## src/core_sfr_bank_consts.vh

```
// Register offsets, reset values and field positions of the core register bank.
`ifndef CORE_SFR_BANK_CONSTS_VH
`define CORE_SFR_BANK_CONSTS_VH

// ****************************************************************
// Register offsets in the data memory map
// ****************************************************************
`define A_STACK_TOP_UPPER 12'hfff
`define A_STACK_TOP_HIGH 12'hffe
`define A_STACK_TOP_LOW 12'hffd
`define A_STACK_POINTER 12'hffc
`define A_PC_UPPER_LATCH 12'hffb
`define A_PC_HIGH_LATCH 12'hffa
`define A_PC_LOW_BYTE 12'hff9
`define A_TBL_PTR_UPPER 12'hff8
`define A_TBL_PTR_HIGH 12'hff7
`define A_TBL_PTR_LOW 12'hff6
`define A_TBL_LATCH 12'hff5
`define A_PROD_HIGH 12'hff4
`define A_PROD_LOW 12'hff3
`define A_INT_CTRL_MAIN 12'hff2
`define A_INT_CTRL_EDGES 12'hff1
`define A_INT_CTRL_EXT 12'hff0
`define A_IND0_PLAIN 12'hfef
`define A_IND0_POST_INC 12'hfee
`define A_IND0_POST_DEC 12'hfed
`define A_IND0_PRE_INC 12'hfec
`define A_IND0_PLUS_W 12'hfeb
`define A_IND0_PTR_HIGH 12'hfea
`define A_IND0_PTR_LOW 12'hfe9
`define A_WORKING 12'hfe8
`define A_EVENT_STATUS 12'hf60
`define A_EVENT_MASK 12'hf61

// ****************************************************************
// Reset values
// ****************************************************************
`define RST_ZERO 8'h00
`define RST_INT_CTRL_EDGES 8'hff
`define RST_INT_CTRL_EXT 8'hc0

// ****************************************************************
// Field positions
// ****************************************************************
`define STK_FULL_BIT 7
`define STK_UNDERFLOW_BIT 6
`define STK_PTR_MAX 5'h1f
`define EV_FULL_BIT 0
`define EV_UNDERFLOW_BIT 1
`define TBL_CONFIG_BIT 5
`define PC_BIT21 5

`endif

```

## src/core_sfr_bank.v

```verilog
// Core special function register bank with indirect pointer zero access.
//
// Design decisions made here: the address map and the strobed register port.
`timescale 1ns/100ps
`include "core_sfr_bank_consts.vh"

module core_sfr_bank #(
  parameter MEM_DEPTH = 256,
  parameter MEM_AW = 8
)(
  input wire clock_i,
  input wire rst_i,
  input wire [11:0] addr_i,
  input wire [7:0] wdata_i,
  input wire wr_i,
  input wire rd_i,
  output reg [7:0] rdata_o,
  input wire push_i,
  input wire pop_i,
  input wire [20:0] ret_addr_i,
  input wire tbl_load_i,
  input wire [7:0] tbl_data_i,
  input wire mul_load_i,
  input wire [15:0] product_i,
  output reg pc_load_o,
  output reg [20:0] pc_target_o,
  output reg [21:0] table_ptr_o,
  output reg table_config_sel_o,
  output reg [7:0] table_latch_o,
  output reg [7:0] int_ctrl_main_o,
  output reg irq_o
);

  // ****************************************************************
  // Storage
  // ****************************************************************
  reg [7:0] stack_top_upper;
  reg [7:0] stack_top_high;
  reg [7:0] stack_top_low;
  reg [4:0] stack_ptr;
  reg stack_full_flag;
  reg stack_underflow_flag;
  reg [5:0] pc_upper_latch;
  reg [7:0] pc_high_latch;
  reg [7:0] pc_low_byte;
  reg [5:0] table_pointer_upper;
  reg [7:0] table_pointer_high;
  reg [7:0] table_pointer_low;
  reg [7:0] table_data_latch;
  reg [7:0] multiply_result_high;
  reg [7:0] multiply_result_low;
  reg [7:0] interrupt_control_main;
  reg [7:0] interrupt_control_edges;
  reg [7:0] interrupt_control_external;
  reg [11:0] indirect_pointer_zero;
  reg [7:0] working_register;
  reg [1:0] event_status;
  reg [1:0] event_mask;
  reg [7:0] mem [0:MEM_DEPTH-1];

  // ****************************************************************
  // Decode
  // ****************************************************************
  wire acc;
  wire is_plain;
  wire is_post_inc;
  wire is_post_dec;
  wire is_pre_inc;
  wire is_plus_w;
  wire is_indirect;
  wire is_direct_mem;
  reg [11:0] eff_ptr;
  reg [11:0] next_ptr;
  reg [11:0] tgt_addr;
  reg tgt_mem;
  reg [7:0] next_rdata;
  reg [1:0] next_status;
  wire [1:0] ev_set;
  wire [1:0] ev_clr;

  assign acc = wr_i | rd_i;
  assign is_plain = (addr_i == `A_IND0_PLAIN);
  assign is_post_inc = (addr_i == `A_IND0_POST_INC);
  assign is_post_dec = (addr_i == `A_IND0_POST_DEC);
  assign is_pre_inc = (addr_i == `A_IND0_PRE_INC);
  assign is_plus_w = (addr_i == `A_IND0_PLUS_W);
  assign is_indirect = is_plain | is_post_inc | is_post_dec | is_pre_inc | is_plus_w;
  // Plain data memory sits below the implemented depth
  assign is_direct_mem = (addr_i < MEM_DEPTH);

  // Effective address and pointer update of the indirect locations
  always @*
  begin
    eff_ptr = indirect_pointer_zero;
    next_ptr = indirect_pointer_zero;
    if (is_pre_inc)
    begin
      eff_ptr = indirect_pointer_zero + 12'h001;
      next_ptr = eff_ptr;
    end
    else if (is_post_inc)
      next_ptr = indirect_pointer_zero + 12'h001;
    else if (is_post_dec)
      next_ptr = indirect_pointer_zero - 12'h001;
    else if (is_plus_w)
    begin
      // Signed offset, pointer itself unchanged
      eff_ptr = indirect_pointer_zero + {{4{working_register[7]}}, working_register};
    end
  end

  // Target byte: indirect locations resolve to a memory address
  always @*
  begin
    tgt_addr = addr_i;
    if (is_indirect)
      tgt_addr = eff_ptr;
    // Indirect reach into the register area is not supported; reads zero
    tgt_mem = (tgt_addr < MEM_DEPTH);
  end

  // ****************************************************************
  // Read mux
  // ****************************************************************
  always @*
  begin
    next_rdata = 8'h00;
    if (tgt_mem && (is_indirect || is_direct_mem))
      next_rdata = mem[tgt_addr[MEM_AW-1:0]];
    else
      case (addr_i)
        `A_STACK_TOP_UPPER: next_rdata = {3'b000, stack_top_upper[4:0]};
        `A_STACK_TOP_HIGH: next_rdata = stack_top_high;
        `A_STACK_TOP_LOW: next_rdata = stack_top_low;
        `A_STACK_POINTER: next_rdata = {stack_full_flag, stack_underflow_flag, 1'b0, stack_ptr};
        `A_PC_UPPER_LATCH: next_rdata = {2'b00, pc_upper_latch};
        `A_PC_HIGH_LATCH: next_rdata = pc_high_latch;
        `A_PC_LOW_BYTE: next_rdata = pc_low_byte;
        `A_TBL_PTR_UPPER: next_rdata = {2'b00, table_pointer_upper};
        `A_TBL_PTR_HIGH: next_rdata = table_pointer_high;
        `A_TBL_PTR_LOW: next_rdata = table_pointer_low;
        `A_TBL_LATCH: next_rdata = table_data_latch;
        `A_PROD_HIGH: next_rdata = multiply_result_high;
        `A_PROD_LOW: next_rdata = multiply_result_low;
        `A_INT_CTRL_MAIN: next_rdata = interrupt_control_main;
        `A_INT_CTRL_EDGES: next_rdata = interrupt_control_edges;
        `A_INT_CTRL_EXT: next_rdata = interrupt_control_external;
        `A_IND0_PTR_HIGH: next_rdata = {4'h0, indirect_pointer_zero[11:8]};
        `A_IND0_PTR_LOW: next_rdata = indirect_pointer_zero[7:0];
        `A_WORKING: next_rdata = working_register;
        `A_EVENT_STATUS: next_rdata = {6'b00_0000, event_status};
        `A_EVENT_MASK: next_rdata = {6'b00_0000, event_mask};
        default: next_rdata = 8'h00;
      endcase
  end

  // Read data stand only in the cycle after the strobe
  always @(posedge clock_i or posedge rst_i)
  begin
    if (rst_i)
      rdata_o <= 8'h00;
    else
      rdata_o <= rd_i ? next_rdata : 8'h00;
  end

  // ****************************************************************
  // Data memory
  // ****************************************************************
  // No reset: plain storage, contents undefined at power-up
  always @(posedge clock_i)
  begin
    if (wr_i && tgt_mem && (is_indirect || is_direct_mem))
      mem[tgt_addr[MEM_AW-1:0]] <= wdata_i;
  end

  // ****************************************************************
  // Indirect pointer zero and working register
  // ****************************************************************
  always @(posedge clock_i or posedge rst_i)
  begin
    if (rst_i)
    begin
      indirect_pointer_zero <= 12'h000;
      working_register <= 8'h00;
    end
    else
    begin
      // Upper nibble of a high byte write is not stored
      if (acc && (is_post_inc || is_post_dec || is_pre_inc))
        indirect_pointer_zero <= next_ptr;
      else if (wr_i && addr_i == `A_IND0_PTR_HIGH)
        indirect_pointer_zero[11:8] <= wdata_i[3:0];
      else if (wr_i && addr_i == `A_IND0_PTR_LOW)
        indirect_pointer_zero[7:0] <= wdata_i;
      if (wr_i && addr_i == `A_WORKING)
        working_register <= wdata_i;
    end
  end

  // ****************************************************************
  // Return stack top and pointer
  // ****************************************************************
  // Overflow and underflow raise flags, the pointer saturates
  assign ev_set[`EV_FULL_BIT] = push_i && (stack_ptr == `STK_PTR_MAX - 5'h01 || stack_full_flag
    || stack_ptr == `STK_PTR_MAX);
  assign ev_set[`EV_UNDERFLOW_BIT] = pop_i && (stack_ptr == 5'h00);

  always @(posedge clock_i or posedge rst_i)
  begin
    if (rst_i)
    begin
      stack_top_upper <= `RST_ZERO;
      stack_top_high <= `RST_ZERO;
      stack_top_low <= `RST_ZERO;
      stack_ptr <= 5'h00;
      stack_full_flag <= 1'b0;
      stack_underflow_flag <= 1'b0;
    end
    else
    begin
      if (push_i)
      begin
        if (stack_ptr != `STK_PTR_MAX)
          stack_ptr <= stack_ptr + 5'h01;
        stack_top_upper <= {3'b000, ret_addr_i[20:16]};
        stack_top_high <= ret_addr_i[15:8];
        stack_top_low <= ret_addr_i[7:0];
      end
      else if (pop_i)
      begin
        if (stack_ptr != 5'h00)
          stack_ptr <= stack_ptr - 5'h01;
      end
      else if (wr_i)
      begin
        case (addr_i)
          `A_STACK_TOP_UPPER: stack_top_upper <= {3'b000, wdata_i[4:0]};
          `A_STACK_TOP_HIGH: stack_top_high <= wdata_i;
          `A_STACK_TOP_LOW: stack_top_low <= wdata_i;
          `A_STACK_POINTER: stack_ptr <= wdata_i[4:0];
          default: stack_ptr <= stack_ptr;
        endcase
      end
      // Flags are set by hardware; software clears them by writing zero
      if (ev_set[`EV_FULL_BIT])
        stack_full_flag <= 1'b1;
      else if (wr_i && addr_i == `A_STACK_POINTER && !wdata_i[`STK_FULL_BIT])
        stack_full_flag <= 1'b0;
      if (ev_set[`EV_UNDERFLOW_BIT])
        stack_underflow_flag <= 1'b1;
      else if (wr_i && addr_i == `A_STACK_POINTER && !wdata_i[`STK_UNDERFLOW_BIT])
        stack_underflow_flag <= 1'b0;
    end
  end

  // ****************************************************************
  // Program counter latches
  // ****************************************************************
  always @(posedge clock_i or posedge rst_i)
  begin
    if (rst_i)
    begin
      pc_upper_latch <= 6'h00;
      pc_high_latch <= `RST_ZERO;
      pc_low_byte <= `RST_ZERO;
      pc_load_o <= 1'b0;
      pc_target_o <= 21'h00_0000;
    end
    else
    begin
      pc_load_o <= 1'b0;
      if (wr_i && addr_i == `A_PC_UPPER_LATCH)
        pc_upper_latch <= wdata_i[5:0];
      if (wr_i && addr_i == `A_PC_HIGH_LATCH)
        pc_high_latch <= wdata_i;
      // A write to the low byte loads the whole counter from the latches and the written byte
      if (wr_i && addr_i == `A_PC_LOW_BYTE)
      begin
        pc_low_byte <= wdata_i;
        pc_load_o <= 1'b1;
        pc_target_o <= {pc_upper_latch[4:0], pc_high_latch, wdata_i};
      end
    end
  end

  // ****************************************************************
  // Table pointer and table latch
  // ****************************************************************
  always @(posedge clock_i or posedge rst_i)
  begin
    if (rst_i)
    begin
      table_pointer_upper <= 6'h00;
      table_pointer_high <= `RST_ZERO;
      table_pointer_low <= `RST_ZERO;
      table_data_latch <= `RST_ZERO;
    end
    else
    begin
      if (wr_i && addr_i == `A_TBL_PTR_UPPER)
        table_pointer_upper <= wdata_i[5:0];
      if (wr_i && addr_i == `A_TBL_PTR_HIGH)
        table_pointer_high <= wdata_i;
      if (wr_i && addr_i == `A_TBL_PTR_LOW)
        table_pointer_low <= wdata_i;
      // A table read from program memory wins over a software write
      if (tbl_load_i)
        table_data_latch <= tbl_data_i;
      else if (wr_i && addr_i == `A_TBL_LATCH)
        table_data_latch <= wdata_i;
    end
  end

  // Registered copies keep the outputs straight from flip-flops
  always @(posedge clock_i or posedge rst_i)
  begin
    if (rst_i)
    begin
      table_ptr_o <= 22'h00_0000;
      table_config_sel_o <= 1'b0;
      table_latch_o <= 8'h00;
    end
    else
    begin
      table_ptr_o <= {table_pointer_upper, table_pointer_high, table_pointer_low};
      table_config_sel_o <= table_pointer_upper[`TBL_CONFIG_BIT];
      table_latch_o <= table_data_latch;
    end
  end

  // ****************************************************************
  // Multiplier product
  // ****************************************************************
  // Left without reset: its power-up content carries no meaning
  always @(posedge clock_i)
  begin
    if (mul_load_i)
    begin
      multiply_result_high <= product_i[15:8];
      multiply_result_low <= product_i[7:0];
    end
    else if (wr_i && addr_i == `A_PROD_HIGH)
      multiply_result_high <= wdata_i;
    else if (wr_i && addr_i == `A_PROD_LOW)
      multiply_result_low <= wdata_i;
  end

  // ****************************************************************
  // Interrupt control words
  // ****************************************************************
  always @(posedge clock_i or posedge rst_i)
  begin
    if (rst_i)
    begin
      interrupt_control_main <= `RST_ZERO;
      interrupt_control_edges <= `RST_INT_CTRL_EDGES;
      interrupt_control_external <= `RST_INT_CTRL_EXT;
      int_ctrl_main_o <= `RST_ZERO;
    end
    else
    begin
      if (wr_i && addr_i == `A_INT_CTRL_MAIN)
        interrupt_control_main <= wdata_i;
      if (wr_i && addr_i == `A_INT_CTRL_EDGES)
        interrupt_control_edges <= wdata_i;
      if (wr_i && addr_i == `A_INT_CTRL_EXT)
        interrupt_control_external <= wdata_i;
      int_ctrl_main_o <= interrupt_control_main;
    end
  end

  // ****************************************************************
  // Stack event status, mask and interrupt line
  // ****************************************************************
  // Write one to clear; a new event in the same cycle wins
  assign ev_clr = (wr_i && addr_i == `A_EVENT_STATUS) ? wdata_i[1:0] : 2'b00;

  always @*
  begin
    next_status = (event_status & ~ev_clr) | ev_set;
  end

  always @(posedge clock_i or posedge rst_i)
  begin
    if (rst_i)
    begin
      event_status <= 2'b00;
      event_mask <= 2'b00;
      irq_o <= 1'b0;
    end
    else
    begin
      event_status <= next_status;
      if (wr_i && addr_i == `A_EVENT_MASK)
        event_mask <= wdata_i[1:0];
      irq_o <= |(next_status & event_mask);
    end
  end

endmodule // core_sfr_bank

```

## config.mk

```make
export PLATFORM = sky130hd
export DESIGN_NAME = core_sfr_bank
export DESIGN_NICKNAME = d
export VERILOG_FILES = /design/src/core_sfr_bank.v
export VERILOG_INCLUDE_DIRS = /design/src
export SDC_FILE = /design/constraint.sdc
export NUM_CORES = 2
export LEC_CHECK = 0
export ABC_AREA = 1
export BUFFER_PORTS_ARGS = -buffer_cell sky130_fd_sc_hd__buf_2
export CORE_AREA = 2 2 475 477
export DETAILED_ROUTE_END_ITERATION = 10
export DIE_AREA = 0 0 477 479
export MAX_ROUTING_LAYER = met4
export SYNTH_ARGS = -nofsm -noshare
export SYNTH_HDL_FRONTEND = slang
export SYNTH_SLANG_ARGS = --single-unit
```

## constraint.sdc

```tcl
create_clock -name clock_i -period 7.1 [get_ports clock_i]
set_clock_uncertainty 0.15 [all_clocks]
set_input_delay 1.065 -clock clock_i [delete_from_list [all_inputs] [get_ports clock_i]]
set_output_delay 1.065 -clock clock_i [all_outputs]
set_load 0.01 [all_outputs]
```

==> summary.md <==
| Metric | Value |
|---|---|
| Maximum achievable frequency | `0.1859 GHz` |
| Post-synth top area share | `0.6344` |
| Clock transition at path regs | `0.06 ns` |
| Hold_buf cts | `0` |
| Final number of max-transition violations | `0` |
| Detailed-route wire length | `294200 um` |
| CTS tree | `yes` |
| Starting Density | `0.4370` |
| Number of antenna violations at the first check in global routing | `11` |
| Largest area contributor in the netlist | `sky130_fd_sc_hd__edfxtp_1` |
| Reg2Reg Depth | `13` |
| Post-detailed-route DRC marker count | `0` |
| Gp weighted congestion | `0.9321` |
| Most area-consuming cells after synthesis | `sky130_fd_sc_hd__edfxtp_1 (63%), sky130_fd_sc_hd__nand2_1 (12%), sky130_fd_sc_hd__dfrtp_1 (4.6%)` |
| Max IR drop VDD | `0.2260 mV` |
| Crit path capture type | `flop` |
| Pre-antenna DRT Iters | `8` |
| Critical path's top delay family | `simple AND/OR/NAND/NOR gates` |
| CTS-repair resized insts | `0` |
| Setup repair after global routing missed its margin | `no` |
| Pin count of the biggest net entering global routing | `162` |
| Reg-to-reg slack, setup | `1.72 ns` |
| Most repeated library cell on the critical path | `sky130_fd_sc_hd__nand2_1` |
| Total core area | `223600 um2` |
| Finished layout cell area | `109200 um2` |
| Capturing element of the worst setup path | `mem[192][5]` |
| Top FF cell, synth | `sky130_fd_sc_hd__edfxtp_1` |
| # port buffers | `142` |
| Global-route total usage across every layer | `0.2608` |
| Total stage count of the critical path | `13` |
| Worst R2R Start | `indirect_pointer_zero[2]` |
| Number of standard cells after synthesis | `9560` |
| PwrDens | `256.9 nW/um2` |
| Standby leakage power | `0.04406 uW` |
| I/O pin count | `143` |
| Layout overhead on the synthesized area | `11.80%` |
| Transition time at the pin with the least slew margin | `1.325 ns` |
| Data arrival time of the critical path | `5.72 ns` |
| Count of unique library cells instantiated by Yosys | `56` |
| Most common cell in the synthesized netlist | `sky130_fd_sc_hd__nand2_1` |
| Per-cell routed wire length | `22.95 um` |
| Maximum buffer depth of the clock tree | `3` |
| Count of standard-cell rows | `174` |
| Inst Count DP | `12387` |
| Maximum Capacitance Violations | `0` |
| Maximum fanout along the worst path | `11` |
| Worst setup path startpoint | `indirect_pointer_zero[2]` |
| Final-layout setup total negative slack | `0 ns` |
| Post-synthesis async set-or-reset flop share | `0.08389` |
| CP cell instances | `ha_1 -> a21oi_1 -> nand2_1 -> a21oi_1 -> xor2_1 -> a21oi_1 -> o21ai_1 -> nand2_1 -> inv_2 -> nand2_1 -> inv_1 -> nand2_1 -> nor2_1` |
| Share of the clock period used by the worst path after layout | `0.7576` |
| Time the worst path needs with I/O delays and setup | `5.379 ns` |
| Count of nets left with antenna violations after detail routing | `0` |
| Via count of the first global-routing pass | `65614` |
| Post-synthesis cell area | `97700 um2` |
| Top post-synthesis cells by count | `sky130_fd_sc_hd__nand2_1 (3220), sky130_fd_sc_hd__edfxtp_1 (2064), sky130_fd_sc_hd__nor2_1 (1185)` |
| Overflow left after global routing | `0` |
| Final setup viols | `0` |
| Post-synth EDFFs | `2064` |
| Critical setup path kind | `reg2reg` |
| Clock latency on the worst-skew pair | `0.90 ns` |
| Clock H-tree levels | `4` |
| DP Wirelength | `176600 um` |
| Total vias in the final route | `68312` |
| First-iteration detailed-routing DRC count | `7731` |
| Worst path required time | `7.44 ns` |
| Ys Warns | `0` |
| Largest incremental delay on the critical path | `0.78 ns` |
| Sort of element at the start of the critical path | `flop` |
| Yosys reg bits | `2253` |
| Status | `finished, final reports clean` |
| Number of cells in the finished layout apart from fillers | `12821` |
| Worst setup margin | `1.721 ns` |
| Hold crit path type | `in2async` |
| Number of clock buffers inserted by TritonCTS | `230` |
| Share of the core filled with cells in the final layout | `0.4885` |
| Relative slew margins | `0.1132` |
| Die X | `477 um` |
| Layout Nets | `9719` |
| Nets in the synthesized netlist | `9652` |
| Critical path buffers and inverters | `2` |
| R2R Path End | `mem[192][5]` |
| Dpl cell area | `102000 um2` |
| Fillers | `20430` |
| Routed via count divided by cell count | `5.328` |
| Avg Cell Area, Syn | `10.22 um2` |
| Wire length of the first global-routing pass | `432300 um` |
| Sinks on the clock net | `2253` |
| Die span in y | `479 um` |
| Layout cell share with drive strength beyond 1 | `0.07766` |
| Post-Place Setup Slack | `0.9461 ns` |
| Hold Violations, Final | `0` |
| Critical Path Slowest Stage Cell | `sky130_fd_sc_hd__nor2_1` |
| Fraction of the yosys area taken by sequential cells | `0.6829` |
| Full die area | `228500 um2` |
| CTS root buf | `sky130_fd_sc_hd__clkbuf_16` |
| Number of setup buffers added after CTS | `0` |
==> power breakdown <==
part	total, uW	switching, uW	internal (uW)
combinational	1790	1370	416
clock	11700	5230	6460
sequential	14600	51.7	14500
==> routing by layer <==
metal,vias to the layer above,track usage,wire (um)
li1,31541,-,-
met1,33250,0.3547,123300
met2,3047,0.4043,136000
met3,474,0.04436,26540
met4,0,0.07395,8386
met5,-,-,0
==> placed cells by master (no fill, tap or decap), types with 33 or more instances in the layout <==
cell type                   instances
sky130_fd_sc_hd__or2_2             82
sky130_fd_sc_hd__nand2_1         3209
sky130_fd_sc_hd__dfrtp_1          179
sky130_fd_sc_hd__buf_4            126
sky130_fd_sc_hd__nand3_1          127
sky130_fd_sc_hd__clkinv_1          62
sky130_fd_sc_hd__a21oi_1           60
sky130_fd_sc_hd__buf_12            36
sky130_fd_sc_hd__inv_1            866
sky130_fd_sc_hd__clkbuf_16        231
sky130_fd_sc_hd__clkbuf_1          61
sky130_fd_sc_hd__nor2_1          1180
sky130_fd_sc_hd__clkinv_2          33
sky130_fd_sc_hd__nand3b_1         192
sky130_fd_sc_hd__buf_2            134
sky130_fd_sc_hd__o21ai_1          383
sky130_fd_sc_hd__edfxtp_1        2064
sky130_fd_sc_hd__o21ai_0          464
==> how the worst min path moves through the flow <==
stage / depth (start not counted) / endpoint / start / slack (ns)
floorplan: 0 / table_ptr_o[16] / table_pointer_upper[0] / 0.22
global placement: 0 / table_ptr_o[7] / table_pointer_low[7] / 0.25
detailed placement: 0 / int_ctrl_main_o[6] / interrupt_control_main[6] / 0.26
CTS: 3 / table_data_latch[6] / tbl_data_i[6] / 0.21
global route: 3 / table_data_latch[0] / tbl_data_i[0] / 0.26
finish: 2 / indirect_pointer_zero[9] / rst_i / 0.23
==> flip-flops by register name, indices dropped and copies added, names as in the netlist, 8 cells and up <==
register	flops
indirect_pointer_zero	12
int_ctrl_main_o	8
interrupt_control_edges	8
interrupt_control_external	8
interrupt_control_main	8
mem	2048
multiply_result_high	8
multiply_result_low	8
pc_high_latch	8
pc_target_o	21
rdata_o	8
stack_top_high	8
stack_top_low	8
table_data_latch	8
table_latch_o	8
table_pointer_high	8
table_pointer_low	8
table_ptr_o	21
working_register	8
==> cell type report <==
class / count / area, um2 / share of cell area
flip-flops and latches: 2253 / 66720 / 0.6108
multi-input cells: 5956 / 25760 / 0.2358
clock buffers: 299 / 6093 / 0.05578
well taps: 2992 / 3744 / 0.03427
inverters: 882 / 3331 / 0.03049
repair buffers: 304 / 2457 / 0.02250
clock inverters: 131 / 1119 / 0.01024
diodes: 4 / 10.01 / 0.00009164
==> worst reg2reg max path, cell delays in order (launching register included) <==
cell                      delay [ns]
sky130_fd_sc_hd__dfrtp_1        0.53
sky130_fd_sc_hd__ha_1           0.42
sky130_fd_sc_hd__a21oi_1        0.16
sky130_fd_sc_hd__nand2_1        0.15
sky130_fd_sc_hd__a21oi_1        0.19
sky130_fd_sc_hd__xor2_1         0.21
sky130_fd_sc_hd__a21oi_1        0.09
sky130_fd_sc_hd__o21ai_1        0.72
sky130_fd_sc_hd__nand2_1        0.20
sky130_fd_sc_hd__inv_2          0.28
sky130_fd_sc_hd__nand2_1        0.49
sky130_fd_sc_hd__inv_1          0.31
sky130_fd_sc_hd__nand2_1        0.34
sky130_fd_sc_hd__nor2_1         0.78
==> per-stage QoR <==
step | total power [uW] | hold WS, ns
2_1_floorplan | 15780 | 0.2203
3_5_place_dp | 16630 | 0.2552
3_3_place_gp | 16620 | 0.2480
6_report | 28070 | 0.2252
4_1_cts | 28170 | 0.2105
5_1_grt | 28840 | 0.2607
==> logic make-up (layout without fill, tap and decap cells) <==
kind of cell    Yosys count  in the layout  synth area share
flops                  2253           2253            0.6829
fa+ha+maj                19             19          0.002510
simple gates           4887           4887            0.2013
mux                       1              1         0.0001025
xor+xnor                 23             23          0.002062
other cells               0              4                 0
buf+inv                1351           1616           0.05499
compound gates         1026           1026           0.05619
Power figures use the tool's default switching activity.
